### config.mk
export PLATFORM = sky130hd
export DESIGN_NAME = epo_top
export DESIGN_NICKNAME = d
export VERILOG_FILES = /design/src/rtl/epo_pkg.sv /design/src/rtl/epo_top.sv /design/src/rtl/epo_pulse_gen.sv
export SDC_FILE = /design/constraint.sdc
export NUM_CORES = 2
export LEC_CHECK = 0
export BUFFER_PORTS_ARGS = -buffer_cell sky130_fd_sc_hd__buf_4
export CAP_MARGIN = 20
export CORE_ASPECT_RATIO = 0.7
export CORE_MARGIN = 3
export CORE_UTILIZATION = 40
export CTS_CLUSTER_DIAMETER = 100
export DETAILED_ROUTE_END_ITERATION = 8
export SLEW_MARGIN = 20
export SYNTH_ARGS = -nofsm -noshare
export SYNTH_HDL_FRONTEND = slang
export SYNTH_HIERARCHICAL = 1
export SYNTH_SLANG_ARGS = --single-unit
### constraint.sdc
create_clock -name core_clk_i -period 7.5 [get_ports core_clk_i]
set_clock_uncertainty 0.05 [all_clocks]
set_input_delay 0.375 -clock core_clk_i [delete_from_list [all_inputs] [get_ports core_clk_i]]
set_output_delay 0.375 -clock core_clk_i [all_outputs]
set_load 0.01 [all_outputs]
### src/rtl/epo_pkg.sv
`default_nettype none
package epo_pkg;
    // Core clock
    localparam int unsigned CLK_HZ = 100_000_000;
    localparam int unsigned CYC_PER_MS = CLK_HZ / 1000;
    // Low-rate pulse timing
    localparam int unsigned LR_WIDTH_MS = 120;
    localparam int unsigned LR_SHORT_MS = 550;
    localparam int unsigned LR_WIDTH_CYC = LR_WIDTH_MS * CYC_PER_MS;
    localparam int unsigned LR_SHORT_CYC = LR_SHORT_MS * CYC_PER_MS;
    // Calibration pulse timing
    localparam int unsigned CF_WIDTH_MS = 90;
    localparam int unsigned CF_SHORT_MS = 190;
    localparam int unsigned CF_WIDTH_CYC = CF_WIDTH_MS * CYC_PER_MS;
    localparam int unsigned CF_SHORT_CYC = CF_SHORT_MS * CYC_PER_MS;
    // Power sample widths
    localparam int unsigned PH_W = 24;
    localparam int unsigned SUM_W = PH_W + 2;
    // No-load limit: 29 parts per million of three-phase full scale
    localparam int unsigned CREEP_NUM = 29;
    localparam int unsigned CREEP_DEN = 1_000_000;
    localparam logic [SUM_W-1:0] CREEP_LIMIT =
        SUM_W'((3 * (2 ** (PH_W - 1)) * CREEP_NUM) / CREEP_DEN);
    // Register byte offsets
    localparam logic [7:0] REG_CTRL = 8'h00;
    localparam logic [7:0] REG_CF_THRESH = 8'h04;
    localparam logic [7:0] REG_STATUS = 8'h08;
    localparam logic [7:0] REG_MASK = 8'h0C;
    localparam logic [7:0] REG_STATE = 8'h10;
    // Reset values
    localparam logic [31:0] CTRL_RST = 32'h0000_0001;
    localparam logic [31:0] CF_THRESH_RST = 32'h0100_0000;
    localparam logic [2:0] MASK_RST = 3'h0;
    // Field positions
    localparam int unsigned CTRL_EN_BIT = 0;
    localparam int unsigned ST_CF_BIT = 0;
    localparam int unsigned ST_LR_BIT = 1;
    localparam int unsigned ST_NEG_BIT = 2;
    localparam int unsigned STATE_NEG_BIT = 0;
    localparam int unsigned STATE_BASE_LSB = 1;
    localparam int unsigned STATE_SEL_LSB = 4;
    // Bus answers
    localparam logic [1:0] RESP_OKAY = 2'h0;
    localparam logic [1:0] RESP_SLVERR = 2'h2;
    // Base frequency settings
    typedef enum logic [2:0] {
        BF_2P30 = 3'b000,
        BF_4P61 = 3'b001,
        BF_1P15 = 3'b010,
        BF_5P22 = 3'b011,
        BF_0P58 = 3'b100
    } epo_base_type;
    // Base frequency weights in hundredths of a hertz
    localparam logic [9:0] W_2P30 = 10'h0E6;
    localparam logic [9:0] W_4P61 = 10'h1CD;
    localparam logic [9:0] W_1P15 = 10'h073;
    localparam logic [9:0] W_5P22 = 10'h20A;
    localparam logic [9:0] W_0P58 = 10'h03A;
    // Calibration-to-low-rate multiples
    localparam logic [7:0] M_8 = 8'h08;
    localparam logic [7:0] M_16 = 8'h10;
    localparam logic [7:0] M_32 = 8'h20;
    localparam logic [7:0] M_160 = 8'hA0;
endpackage : epo_pkg
`default_nettype wire

### src/rtl/epo_top.sv
`default_nettype none
// Summary of operation
// - Low-rate pulses alternate, 120 ms wide.
// - Second output rises half period later.
// - Period under 550 ms: half-period width.
// - Calibration pulses 90 ms, rate tracks power.
// - Calibration period under 190 ms: half width.
// - Select pins choose the base frequency.
// - No pulses below minimum output frequency.
// - No-load check uses summed phase power.
// - Minimum frequency about 0.0029% of base.
// - Negative total power raises the flag.
// - Positive total power lowers the flag.
// - Flag changes only with calibration pulses.
// - Flag holds until power turns positive.
// - Calibration rate is a selectable multiple.
module epo_top #(
    parameter int unsigned LR_WIDTH_CYC = epo_pkg::LR_WIDTH_CYC,
    parameter int unsigned LR_SHORT_CYC = epo_pkg::LR_SHORT_CYC,
    parameter int unsigned CF_WIDTH_CYC = epo_pkg::CF_WIDTH_CYC,
    parameter int unsigned CF_SHORT_CYC = epo_pkg::CF_SHORT_CYC
) (
    input wire logic core_clk_i,
    input wire logic nrst_i,
    // Phase power samples from the datapath
    input wire logic power_valid_i,
    input wire logic signed [epo_pkg::PH_W-1:0] phase_a_power_i,
    input wire logic signed [epo_pkg::PH_W-1:0] phase_b_power_i,
    input wire logic signed [epo_pkg::PH_W-1:0] phase_c_power_i,
    // Select pins
    input wire logic rate_scale_sel_i,
    input wire logic freq_sel1_i,
    input wire logic freq_sel0_i,
    // Pulse outputs
    output logic low_rate_pulse_a_o,
    output logic low_rate_pulse_b_o,
    output logic calib_pulse_out_o,
    output logic negative_power_flag_o,
    output logic [2:0] base_freq_setting_o,
    output logic irq_o,
    // AXI4-Lite slave
    input wire logic [7:0] s_axi_awaddr,
    input wire logic s_axi_awvalid,
    output logic s_axi_awready,
    input wire logic [31:0] s_axi_wdata,
    input wire logic [3:0] s_axi_wstrb,
    input wire logic s_axi_wvalid,
    output logic s_axi_wready,
    output logic [1:0] s_axi_bresp,
    output logic s_axi_bvalid,
    input wire logic s_axi_bready,
    input wire logic [7:0] s_axi_araddr,
    input wire logic s_axi_arvalid,
    output logic s_axi_arready,
    output logic [31:0] s_axi_rdata,
    output logic [1:0] s_axi_rresp,
    output logic s_axi_rvalid,
    input wire logic s_axi_rready
);
    localparam int unsigned SW = epo_pkg::SUM_W;

    // Register file
    logic [31:0] ctrl_reg; // Bit 0 enables pulse generation
    logic [31:0] thresh_reg; // Weighted energy per calibration pulse
    logic [2:0] status_reg; // Sticky events
    logic [2:0] mask_reg; // Interrupt enables
    // Bus holding registers
    logic aw_hold_reg;
    logic w_hold_reg;
    logic [7:0] aw_addr_reg;
    logic [31:0] wdata_reg;
    logic [3:0] wstrb_reg;
    logic bvalid_reg;
    logic [1:0] bresp_reg;
    logic rvalid_reg;
    logic [31:0] rdata_reg;
    logic [1:0] rresp_reg;
    // Energy path
    logic signed [SW-1:0] sum_now; // Total of all three phases
    logic signed [SW-1:0] sum_reg; // Last total seen
    logic [SW-1:0] mag_now;
    logic [43:0] incr_now;
    logic [47:0] acc_reg; // Weighted energy since last pulse
    logic [47:0] thr_eff;
    logic [7:0] cf_cnt_reg; // Calibration pulses since last low-rate pulse
    logic [7:0] mult_now;
    logic [9:0] weight_now;
    logic enable;
    logic creep_block;
    logic accumulate;
    logic cf_evt;
    logic lr_evt;
    logic side_reg; // Low if next low-rate pulse goes to output a
    logic neg_reg;
    logic neg_set_evt;
    logic do_write;
    logic [31:0] wmask;
    logic [2:0] st_set;
    logic [2:0] st_clr;
    epo_pkg::epo_base_type base_now;

    assign enable = ctrl_reg[epo_pkg::CTRL_EN_BIT];

    // Base frequency and multiple from the select pins
    always_comb begin
        case ({rate_scale_sel_i, freq_sel1_i, freq_sel0_i})
            3'b000: begin
                base_now = epo_pkg::BF_2P30;
                mult_now = epo_pkg::M_16;
            end
            3'b100: begin
                base_now = epo_pkg::BF_4P61;
                mult_now = epo_pkg::M_8;
            end
            3'b101: begin
                base_now = epo_pkg::BF_4P61;
                mult_now = epo_pkg::M_16;
            end
            3'b001: begin
                base_now = epo_pkg::BF_1P15;
                mult_now = epo_pkg::M_32;
            end
            3'b110: begin
                base_now = epo_pkg::BF_1P15;
                mult_now = epo_pkg::M_16;
            end
            3'b010: begin
                base_now = epo_pkg::BF_5P22;
                mult_now = epo_pkg::M_160;
            end
            3'b011: begin
                base_now = epo_pkg::BF_0P58;
                mult_now = epo_pkg::M_32;
            end
            default: begin
                base_now = epo_pkg::BF_0P58;
                mult_now = epo_pkg::M_16;
            end
        endcase
        case (base_now)
            epo_pkg::BF_2P30: weight_now = epo_pkg::W_2P30;
            epo_pkg::BF_4P61: weight_now = epo_pkg::W_4P61;
            epo_pkg::BF_1P15: weight_now = epo_pkg::W_1P15;
            epo_pkg::BF_5P22: weight_now = epo_pkg::W_5P22;
            default: weight_now = epo_pkg::W_0P58;
        endcase
    end

    // Registered view of the chosen base frequency
    always_ff @(posedge core_clk_i or negedge nrst_i) begin
        if (!nrst_i) begin
            base_freq_setting_o <= 3'h0;
        end else begin
            base_freq_setting_o <= base_now;
        end
    end

    assign sum_now = SW'(phase_a_power_i) + SW'(phase_b_power_i) + SW'(phase_c_power_i);
    assign mag_now = sum_now[SW-1] ? SW'(-sum_now) : SW'(sum_now);
    assign creep_block = (mag_now < epo_pkg::CREEP_LIMIT);
    assign accumulate = enable && power_valid_i && !creep_block;
    assign incr_now = 44'(mag_now) * 44'(weight_now) * 44'(mult_now);
    // A zero threshold would fire every cycle; one is the floor
    assign thr_eff = (thresh_reg == 32'h0000_0000) ? 48'h0000_0000_0001 : 48'(thresh_reg);
    assign cf_evt = enable && (acc_reg >= thr_eff);
    assign lr_evt = cf_evt && ((cf_cnt_reg + 8'h01) >= mult_now);

    // Energy accumulator, one calibration pulse per threshold crossed
    always_ff @(posedge core_clk_i or negedge nrst_i) begin
        if (!nrst_i) begin
            acc_reg <= 48'h0000_0000_0000;
        end else if (!enable) begin
            acc_reg <= 48'h0000_0000_0000;
        end else begin
            acc_reg <= acc_reg - (cf_evt ? thr_eff : 48'h0000_0000_0000)
                + (accumulate ? 48'(incr_now) : 48'h0000_0000_0000);
        end
    end

    // Calibration pulse counter
    always_ff @(posedge core_clk_i or negedge nrst_i) begin
        if (!nrst_i) begin
            cf_cnt_reg <= 8'h00;
        end else if (!enable || lr_evt) begin
            cf_cnt_reg <= 8'h00;
        end else if (cf_evt) begin
            cf_cnt_reg <= cf_cnt_reg + 8'h01;
        end
    end

    // Latest total power, used for the sign
    always_ff @(posedge core_clk_i or negedge nrst_i) begin
        if (!nrst_i) begin
            sum_reg <= '0;
        end else if (power_valid_i) begin
            sum_reg <= sum_now;
        end
    end

    always_ff @(posedge core_clk_i or negedge nrst_i) begin
        if (!nrst_i) begin
            neg_reg <= 1'b0;
        end else if (cf_evt) begin
            if (sum_reg < 0) begin
                neg_reg <= 1'b1;
            end else if (sum_reg > 0) begin
                neg_reg <= 1'b0;
            end
        end
    end
    assign negative_power_flag_o = neg_reg;
    assign neg_set_evt = cf_evt && !neg_reg && (sum_reg < 0);

    always_ff @(posedge core_clk_i or negedge nrst_i) begin
        if (!nrst_i) begin
            side_reg <= 1'b0;
        end else if (lr_evt) begin
            side_reg <= !side_reg;
        end
    end

    epo_pulse_gen #(.WIDTH_CYC(LR_WIDTH_CYC), .SHORT_CYC(LR_SHORT_CYC)) u_pulse_a (
        .core_clk_i(core_clk_i),
        .nrst_i(nrst_i),
        .trigger_i(lr_evt && !side_reg),
        .pulse_o(low_rate_pulse_a_o)
    );
    epo_pulse_gen #(.WIDTH_CYC(LR_WIDTH_CYC), .SHORT_CYC(LR_SHORT_CYC)) u_pulse_b (
        .core_clk_i(core_clk_i),
        .nrst_i(nrst_i),
        .trigger_i(lr_evt && side_reg),
        .pulse_o(low_rate_pulse_b_o)
    );
    epo_pulse_gen #(.WIDTH_CYC(CF_WIDTH_CYC), .SHORT_CYC(CF_SHORT_CYC)) u_pulse_cf (
        .core_clk_i(core_clk_i),
        .nrst_i(nrst_i),
        .trigger_i(cf_evt),
        .pulse_o(calib_pulse_out_o)
    );

    // Bus write path: address and data taken in either order
    assign s_axi_awready = !aw_hold_reg && !bvalid_reg;
    assign s_axi_wready = !w_hold_reg && !bvalid_reg;
    assign do_write = aw_hold_reg && w_hold_reg && !bvalid_reg;
    assign wmask = {{8{wstrb_reg[3]}}, {8{wstrb_reg[2]}}, {8{wstrb_reg[1]}}, {8{wstrb_reg[0]}}};

    always_ff @(posedge core_clk_i or negedge nrst_i) begin
        if (!nrst_i) begin
            aw_hold_reg <= 1'b0;
            aw_addr_reg <= 8'h00;
        end else if (s_axi_awvalid && s_axi_awready) begin
            aw_hold_reg <= 1'b1;
            aw_addr_reg <= s_axi_awaddr;
        end else if (do_write) begin
            aw_hold_reg <= 1'b0;
        end
    end

    always_ff @(posedge core_clk_i or negedge nrst_i) begin
        if (!nrst_i) begin
            w_hold_reg <= 1'b0;
            wdata_reg <= 32'h0000_0000;
            wstrb_reg <= 4'h0;
        end else if (s_axi_wvalid && s_axi_wready) begin
            w_hold_reg <= 1'b1;
            wdata_reg <= s_axi_wdata;
            wstrb_reg <= s_axi_wstrb;
        end else if (do_write) begin
            w_hold_reg <= 1'b0;
        end
    end

    // Write response; unmapped addresses answer with an error
    always_ff @(posedge core_clk_i or negedge nrst_i) begin
        if (!nrst_i) begin
            bvalid_reg <= 1'b0;
            bresp_reg <= epo_pkg::RESP_OKAY;
        end else if (do_write) begin
            bvalid_reg <= 1'b1;
            case (aw_addr_reg & 8'hFC)
                epo_pkg::REG_CTRL, epo_pkg::REG_CF_THRESH, epo_pkg::REG_STATUS,
                epo_pkg::REG_MASK, epo_pkg::REG_STATE: bresp_reg <= epo_pkg::RESP_OKAY;
                default: bresp_reg <= epo_pkg::RESP_SLVERR;
            endcase
        end else if (s_axi_bready) begin
            bvalid_reg <= 1'b0;
        end
    end
    assign s_axi_bvalid = bvalid_reg;
    assign s_axi_bresp = bresp_reg;

    // Writable registers, byte strobes honoured
    always_ff @(posedge core_clk_i or negedge nrst_i) begin
        if (!nrst_i) begin
            ctrl_reg <= epo_pkg::CTRL_RST;
            thresh_reg <= epo_pkg::CF_THRESH_RST;
            mask_reg <= epo_pkg::MASK_RST;
        end else if (do_write) begin
            case (aw_addr_reg & 8'hFC)
                epo_pkg::REG_CTRL: ctrl_reg <= ((ctrl_reg & ~wmask) | (wdata_reg & wmask))
                    & 32'h0000_0001;
                epo_pkg::REG_CF_THRESH: thresh_reg <= (thresh_reg & ~wmask)
                    | (wdata_reg & wmask);
                epo_pkg::REG_MASK: mask_reg <= wstrb_reg[0] ? wdata_reg[2:0] : mask_reg;
                default: ;
            endcase
        end
    end

    // Sticky status: set wins over a same-cycle clear
    assign st_set = {neg_set_evt, lr_evt, cf_evt};
    assign st_clr = (do_write && (aw_addr_reg & 8'hFC) == epo_pkg::REG_STATUS && wstrb_reg[0])
        ? wdata_reg[2:0] : 3'h0;
    always_ff @(posedge core_clk_i or negedge nrst_i) begin
        if (!nrst_i) begin
            status_reg <= 3'h0;
        end else begin
            status_reg <= (status_reg & ~st_clr) | st_set;
        end
    end
    assign irq_o = |(status_reg & mask_reg);

    // Read path, one outstanding read
    assign s_axi_arready = !rvalid_reg;
    always_ff @(posedge core_clk_i or negedge nrst_i) begin
        if (!nrst_i) begin
            rvalid_reg <= 1'b0;
            rdata_reg <= 32'h0000_0000;
            rresp_reg <= epo_pkg::RESP_OKAY;
        end else if (s_axi_arvalid && s_axi_arready) begin
            rvalid_reg <= 1'b1;
            rresp_reg <= epo_pkg::RESP_OKAY;
            case (s_axi_araddr & 8'hFC)
                epo_pkg::REG_CTRL: rdata_reg <= ctrl_reg;
                epo_pkg::REG_CF_THRESH: rdata_reg <= thresh_reg;
                epo_pkg::REG_STATUS: rdata_reg <= {29'h0, status_reg};
                epo_pkg::REG_MASK: rdata_reg <= {29'h0, mask_reg};
                epo_pkg::REG_STATE: rdata_reg <= {25'h0,
                    rate_scale_sel_i, freq_sel1_i, freq_sel0_i,
                    base_freq_setting_o, neg_reg};
                default: begin
                    rdata_reg <= 32'h0000_0000;
                    rresp_reg <= epo_pkg::RESP_SLVERR;
                end
            endcase
        end else if (s_axi_rready) begin
            rvalid_reg <= 1'b0;
        end
    end
    assign s_axi_rvalid = rvalid_reg;
    assign s_axi_rdata = rdata_reg;
    assign s_axi_rresp = rresp_reg;

    property p_neg_only_on_cf;
        @(posedge core_clk_i) disable iff (!nrst_i)
        $changed(negative_power_flag_o) |-> $past(cf_evt);
    endproperty
    a_neg_only_on_cf: assert property (p_neg_only_on_cf) else $error("flag moved off pulse");

    property p_neg_set;
        @(posedge core_clk_i) disable iff (!nrst_i)
        (cf_evt && sum_reg < 0) |=> negative_power_flag_o;
    endproperty
    a_neg_set: assert property (p_neg_set) else $error("flag not set");

    property p_neg_clear;
        @(posedge core_clk_i) disable iff (!nrst_i)
        (cf_evt && sum_reg > 0) |=> !negative_power_flag_o;
    endproperty
    a_neg_clear: assert property (p_neg_clear) else $error("flag not cleared");

    property p_neg_hold;
        @(posedge core_clk_i) disable iff (!nrst_i)
        (negative_power_flag_o && !(cf_evt && sum_reg > 0)) |=> negative_power_flag_o;
    endproperty
    a_neg_hold: assert property (p_neg_hold) else $error("flag dropped early");

    property p_creep_stall;
        @(posedge core_clk_i) disable iff (!nrst_i)
        (power_valid_i && creep_block && !cf_evt && enable) |=> $stable(acc_reg);
    endproperty
    a_creep_stall: assert property (p_creep_stall) else $error("creep accumulated");

    property p_alternate;
        @(posedge core_clk_i) disable iff (!nrst_i)
        lr_evt |=> (side_reg != $past(side_reg)) ##0 (low_rate_pulse_a_o || low_rate_pulse_b_o);
    endproperty
    a_alternate: assert property (p_alternate) else $error("outputs not alternating");

    property p_lr_with_cf;
        @(posedge core_clk_i) disable iff (!nrst_i)
        lr_evt |-> (cf_evt && cf_cnt_reg == mult_now - 8'h01) or (cf_evt && cf_cnt_reg >= mult_now);
    endproperty
    a_lr_with_cf: assert property (p_lr_with_cf) else $error("low-rate not divided");

    property p_map_5p22;
        @(posedge core_clk_i) disable iff (!nrst_i)
        ({rate_scale_sel_i, freq_sel1_i, freq_sel0_i} == 3'b010)
            |=> (base_freq_setting_o == 3'b011);
    endproperty
    a_map_5p22: assert property (p_map_5p22) else $error("base map wrong");
endmodule : epo_top
`default_nettype wire

### src/rtl/epo_pulse_gen.sv
`default_nettype none
// Stretches a one-cycle trigger into a timed high pulse
module epo_pulse_gen #(
    parameter int unsigned WIDTH_CYC = epo_pkg::LR_WIDTH_CYC,
    parameter int unsigned SHORT_CYC = epo_pkg::LR_SHORT_CYC
) (
    input wire logic core_clk_i,
    input wire logic nrst_i,
    input wire logic trigger_i,
    output logic pulse_o
);
    logic [31:0] since_reg; // Cycles since last trigger, saturating
    logic [31:0] left_reg; // High cycles still to go
    logic [31:0] width_reg; // Width chosen at last trigger
    logic [31:0] width_next;
    logic [31:0] hi_cnt_reg; // Checking aid: cycles seen high
    logic pulse_reg;

    // Period measurement; starts saturated so the first pulse is nominal
    always_ff @(posedge core_clk_i or negedge nrst_i) begin
        if (!nrst_i) begin
            since_reg <= 32'hFFFF_FFFF;
        end else if (trigger_i) begin
            since_reg <= 32'h0000_0001;
        end else if (since_reg != 32'hFFFF_FFFF) begin
            since_reg <= since_reg + 32'h0000_0001;
        end
    end

    // Width choice
    always_comb begin
        if (since_reg < SHORT_CYC) begin
            width_next = since_reg >> 1;
        end else begin
            width_next = WIDTH_CYC;
        end
        // Never less than one cycle
        if (width_next == 32'h0000_0000) begin
            width_next = 32'h0000_0001;
        end
    end

    // Pulse timer; a retrigger restarts the pulse
    always_ff @(posedge core_clk_i or negedge nrst_i) begin
        if (!nrst_i) begin
            left_reg <= 32'h0000_0000;
            width_reg <= 32'h0000_0000;
            pulse_reg <= 1'b0;
        end else if (trigger_i) begin
            left_reg <= width_next - 32'h0000_0001;
            width_reg <= width_next;
            pulse_reg <= 1'b1;
        end else if (left_reg != 32'h0000_0000) begin
            left_reg <= left_reg - 32'h0000_0001;
        end else begin
            pulse_reg <= 1'b0;
        end
    end

    assign pulse_o = pulse_reg;

    // Checking aid: counts the high cycles of the current pulse
    always_ff @(posedge core_clk_i or negedge nrst_i) begin
        if (!nrst_i) begin
            hi_cnt_reg <= 32'h0000_0000;
        end else if (trigger_i) begin
            hi_cnt_reg <= 32'h0000_0000;
        end else if (pulse_reg) begin
            hi_cnt_reg <= hi_cnt_reg + 32'h0000_0001;
        end
    end

    property p_pulse_start;
        @(posedge core_clk_i) disable iff (!nrst_i)
        trigger_i |=> pulse_o;
    endproperty
    a_pulse_start: assert property (p_pulse_start) else $error("pulse did not start");

    property p_pulse_width;
        @(posedge core_clk_i) disable iff (!nrst_i)
        $fell(pulse_o) |-> (hi_cnt_reg == width_reg);
    endproperty
    a_pulse_width: assert property (p_pulse_width) else $error("pulse width wrong");

    property p_short_half;
        @(posedge core_clk_i) disable iff (!nrst_i)
        (trigger_i && since_reg < SHORT_CYC && since_reg > 32'h0000_0001)
            |=> (width_reg == ($past(since_reg) >> 1));
    endproperty
    a_short_half: assert property (p_short_half) else $error("short period width");
endmodule : epo_pulse_gen
`default_nettype wire

* After elaboration in Yosys (flattened, before gate mapping)
Index checks and enable logic that the tools add are counted.
Operators by class: multipliers 2, $lt $le $gt $ge 8, shifts and indexed selects 0, muxes and demuxes 47, eq/ne operators 23, divide/modulo/power cells 0, bitwise gates (word level) 10, reduce and logical (&&, ||, !) cells 59, add/subtract/negate cells 15
Operators by type and width (number):
- 32-bit 2-to-1 mux | 17
- 32-bit by 1-bit subtractor with 32-bit output (second input constant) | 6
- 32-bit case mux with 5 select lines | 1
- 32-bit logical NOT | 4
- 32-bit by 1-bit adder with 32-bit output (second input constant) | 3
- 32-bit != test (second input constant) | 3
- 32-bit nonzero test | 3
- 31-bit 2-to-1 mux | 3
- 32-bit AND | 2
- 32-bit by 26-bit < comparator with 1-bit output (second input constant) | 2
- 48-bit by 44-bit adder with 48-bit output | 1
- 48-bit by 32-bit greater-or-equal comparator with 1-bit output | 1
- 48-bit 2-to-1 mux | 1
- 48-bit by 32-bit subtractor with 48-bit output | 1
- 36-bit by 8-bit multiplier with 44-bit output | 1
- 44-bit 2-to-1 mux | 1
- 10-bit case mux with 4 select lines | 1
- 26-bit by 10-bit multiplier with 36-bit output | 1
- 32-bit by 25-bit < comparator with 1-bit output (second input constant) | 1
- 32-bit NOT | 1
- 32-bit bitwise OR | 1
- 25-bit by 24-bit adder with 26-bit output | 1
- 26-bit by 1-bit greater-than comparator with 1-bit output (second input constant) | 1
- 26-bit by 1-bit < comparator with 1-bit output (second input constant) | 1
- 36 further kinds | 106
Word-level totals: output and inout bits 49, memory bits (read-only) 0, register bits after elaboration 405, input port bits 135, bits in latches 0, memories 0, memory bits (writable) 0

* Logic depth before layout (Yosys ltp)
depth in word-level cells 10, depth in mapped cells 65, gate-level depth less buffers 62

* Hierarchy
Netlist, hierarchy kept.
Modules (own cells, without submodules):
- epo_top | instances 1, cells each 3303, seq. area each 5157.4 um^2, area an instance 29026.6 um^2
- epo_pulse_gen at u_pulse_a | instances 1, cells each 518, seq. area each 1666.6 um^2, area an instance 4375.4 um^2
- epo_pulse_gen at u_pulse_b | instances 1, cells each 463, seq. area each 1666.6 um^2, area an instance 4073.9 um^2
- epo_pulse_gen at u_pulse_cf | instances 1, cells each 463, seq. area each 1666.6 um^2, area an instance 3996.3 um^2

* Worst setup path after synthesis
Ideal clock, no wire load.
kind input to register, start point in phase_a_power_i[1] (netlist name), end point reg acc_reg[47], slack -7.220 ns, stages 59, buffers on the path 3, library setup time 0.132 ns, arrival time 14.538 ns, cells stage by stage fa_1 -> ha_1 -> fa_1 -> a211oi_1 -> o21a_1 -> nor3_1 -> o21ai_1 -> o21ai_1 -> clkbuf_1 -> clkbuf_1 -> or2_2 -> xnor2_1 -> nand2_1 -> fa_1 -> inv_1 -> fa_1 -> fa_1 -> fa_1 -> [23 not listed] -> o21ai_0 -> or2_2 -> a31oi_1 -> xnor2_1 -> nand3_1 -> ha_1 -> inv_1 -> ha_1 -> clkbuf_1 -> a21o_1 -> a21o_1 -> o21ai_0 -> nand2_1 -> a211o_1 -> a221o_1 -> a41oi_1 -> xnor2_1 -> nor2_1
Between the ends: longest elaborated chain between the ends 10
RTL lines:
- start, declared | line epo_top.sv:27 | input wire logic signed [epo_pkg::PH_W-1:0] phase_a_power_i,
- 24-bit by 24-bit adder with 25-bit output * | line epo_top.sv:158 | assign sum_now = SW'(phase_a_power_i) + SW'(phase_b_power_i) + SW'(phase_c_power_i);
- 25-bit by 24-bit adder with 26-bit output * | line epo_top.sv:158
- 26-bit negator | line epo_top.sv:159 | assign mag_now = sum_now[SW-1] ? SW'(-sum_now) : SW'(sum_now);
- 26-bit 2-to-1 mux * | line epo_top.sv:159
- branches (longest 3 deep; another with 36-bit by 8-bit multiplier with 44-bit output)
- 44-bit 2-to-1 mux * | line epo_top.sv:176 | + (accumulate ? 48'(incr_now) : 48'h0000_0000_0000);
- 48-bit by 44-bit adder with 48-bit output * | line epo_top.sv:176
- 48-bit 2-to-1 mux * | line epo_top.sv:172 | end else if (!enable) begin
- end signal, assigned | line epo_top.sv:175 | acc_reg <= acc_reg - (cf_evt ? thr_eff : 48'h0000_0000_0000)
- end, declared | line epo_top.sv:83 | logic [47:0] acc_reg;
Every way passes the cells marked *. A chain may end at the register's enable or synchronous reset.

* Worst setup path after layout
start point in phase_a_power_i[1] (netlist name), end point reg acc_reg[44]
Same word-level chain as after synthesis.

==> metrics.yaml <==
clocking:
  cts_max_level: 2
  cts_made_buffers: 45
  clock_sinks: 401
  cts_buffer_depth: 3
  clockRootBuffer: "clkbuf_16"
  cts_tree: "done"
  clk_pin_slew_ps: 60
  clock_latency_ps: 610
global_route:
  grt.overflow.total: 0
  grt_max_degree: 176
  groute.usage.overall_pct: 23.9
  grt_pass1_wl_mm: 209
  grt_pass1_vias: 38000
  antenna_found_initial: 3
sta:
  slew_viol_final: 0
  max_freq_mhz: 73.5
  post-route-period-util_pct: 182
  hold_violations: 0
  post-route-min-period_ps: 13610
  max_slew_margin_pct: 28.2
  final-setup-viol-count: 42
  layout_setup_ws_ps: -6110
  whs_ps: 202
  rsz0062_at_grt: "yes"
  tightestPinTransition_ps: 1070
floorplan:
  std_cell_rows: 98
  boundaryPins: 184
  dieArea_um2: 108000
  core_area_um2: 103000
  start_util_pct: 40.5
  die_w_um: 391
  die_h_um: 275
cells_and_area:
  nets: 6475
  area_growth_pct: 35.0
  layout-drive-gt1-share_pct: 33.0
  multi_input_area_um2: 32300
  layout_commonest_cell: "buf_4"
  fillCellCount: 9256
  layout_common_cells: "buf_4, nor2_1, inv_1, nand2_1, dfrtp_1"
  ff_latch_area_um2: 10200
  largest_reg_flops: 48
setup_path:
  end_kind: "register"
  slowest_delay_ps: 580
  cp_max_fo: 8
  slowest_stage: "fa_1"
  cp.arrival_ps: 14010
  path_class: "primary input to register"
  cp.required_ps: 7890
  startpoint_type: "primary input"
  crit_top_cell: "fa_1"
logic_synthesis:
  yosys_warnings: 6
  syn_area_um2: 41500
  synth_edf_count: 0
  ys_types: 113
  syn_area_per_cell_um2: 8.74
  ys_ff_latch: 401
  async_flop_share_pct: 100
  synthCells: 4747
  ys.flop_type: "dfrtp_1"
  seq_area_frac_synth_pct: 24.5
worst_hold_path:
  hp-class: "primary input to register"
place:
  gp_congestion: 0.957
  post-place-ws_ps: -7270
  port_buffers: 177
  dpl.hpwl_mm: 102
drt:
  dr.pass1.iters: 6
  avgViaCountPerCell: 5.35
  antenna_left: 0
  postRouteWirelength_mm: 130
  drc_errors: 0
  post_drt_wl_per_cell_um: 18.4
  dr.first_iter.drc_count: 2598
  num_vias: 37800
outcome:
  violations: "setup timing"
  outcome: "complete, but fails checks"
run:
  maxCapViolCount: 0
-- cells in the mapped netlist (125+ instances only) --
master    instances  share of area [%]
nor2_1          624                5.6
inv_1           444                4.0
ha_1            366                 11
nand2_1         351                3.2
dfrtp_1         303                 18
fa_1            301                 15
a21oi_1         212                2.6
clkbuf_1        176                1.6
nand3_1         169                2.0
xnor2_1         156                3.3
nor3_1          146                1.8
xor2_1          125                2.6
-- final timing paths --
check                                        start                      to  slack, ps  cells after the start
worst max-delay path            phase_a_power_i[1]             acc_reg[44]      -6110                     62
worst min-delay path                   freq_sel1_i  base_freq_setting_o[2]        200                      3
worst max register to register            register             acc_reg[44]         40                     32
worst min register to register     s_axi_rdata[14]         s_axi_rdata[14]        420                      2
max in group asynchronous                   nrst_i  u_pulse_cf/left_reg[1]       5540                      3
min in group asynchronous                   nrst_i             acc_reg[40]        390                      2
-- metrics by stage --
step / cell area [µm²] / instances / TNS [ps] / utilization, %
2_1_floorplan: 43500 / 4749 / -174250 / -
3_3_place_gp: 51300 / 6820 / -219200 / 50.1
3_5_place_dp: 51300 / 6820 / -224370 / 50.1
4_1_cts: 55100 / 7021 / -187770 / 53.8
5_1_grt: 56000 / 7060 / -212070 / 54.6
6_report: 56000 / 7062 / -193250 / 54.6
-- worst max-delay path: cells and delay by family --
kind | cells | cell delay, ps
fa+ha+maj | 16 | 6400
compound gates | 15 | 2890
xor+xnor | 4 | 610
simple gates | 11 | 1630
buf+inv | 16 | 2060
-- area by class of cell --
| class | count | share of cell area [%] |
|---|---|---|
| antenna | 2 | 0.00894 |
| clock buffer | 62 | 2.25 |
| clock inverter | 22 | 0.601 |
| inverter | 446 | 2.99 |
| multi-input combinational | 3693 | 57.6 |
| sequential | 401 | 18.1 |
| tap | 1350 | 3.02 |
| timing repair buffer | 1086 | 15.3 |
-- cells by family after synthesis --
kind of cell / after synthesis / share of synthesized area, %
adder cells (fa/ha/maj): 667 / 25.6
multiplexers: 125 / 3.32
AO/OA/AOI/OAI: 835 / 13.6
flip-flops: 401 / 24.5
XOR/XNOR: 283 / 6.01
other: 1 / 0.00904
AND/OR/NAND/NOR: 1780 / 20.9
buffers and inverters: 655 / 6.09
-- timing repair --
item	CTS	global route
hold endpoints to repair	109	0
pin swaps	186	117
resized for setup	231	123
buffers inserted	78	41
hold buffers	46	0
endpoints found under the setup margin	42	43
-- per-layer routing --
metal  GRT usage (%)  part of all wire (%)
met1            36.1                    49
met2            35.6                    42
met3            4.97                   7.1
met4            3.68                   1.4
met5               0                 0.010
Power is left out: the tool's default activity adds up to more than one toggle a clock period on the data nets, which glitch-free logic cannot reach.
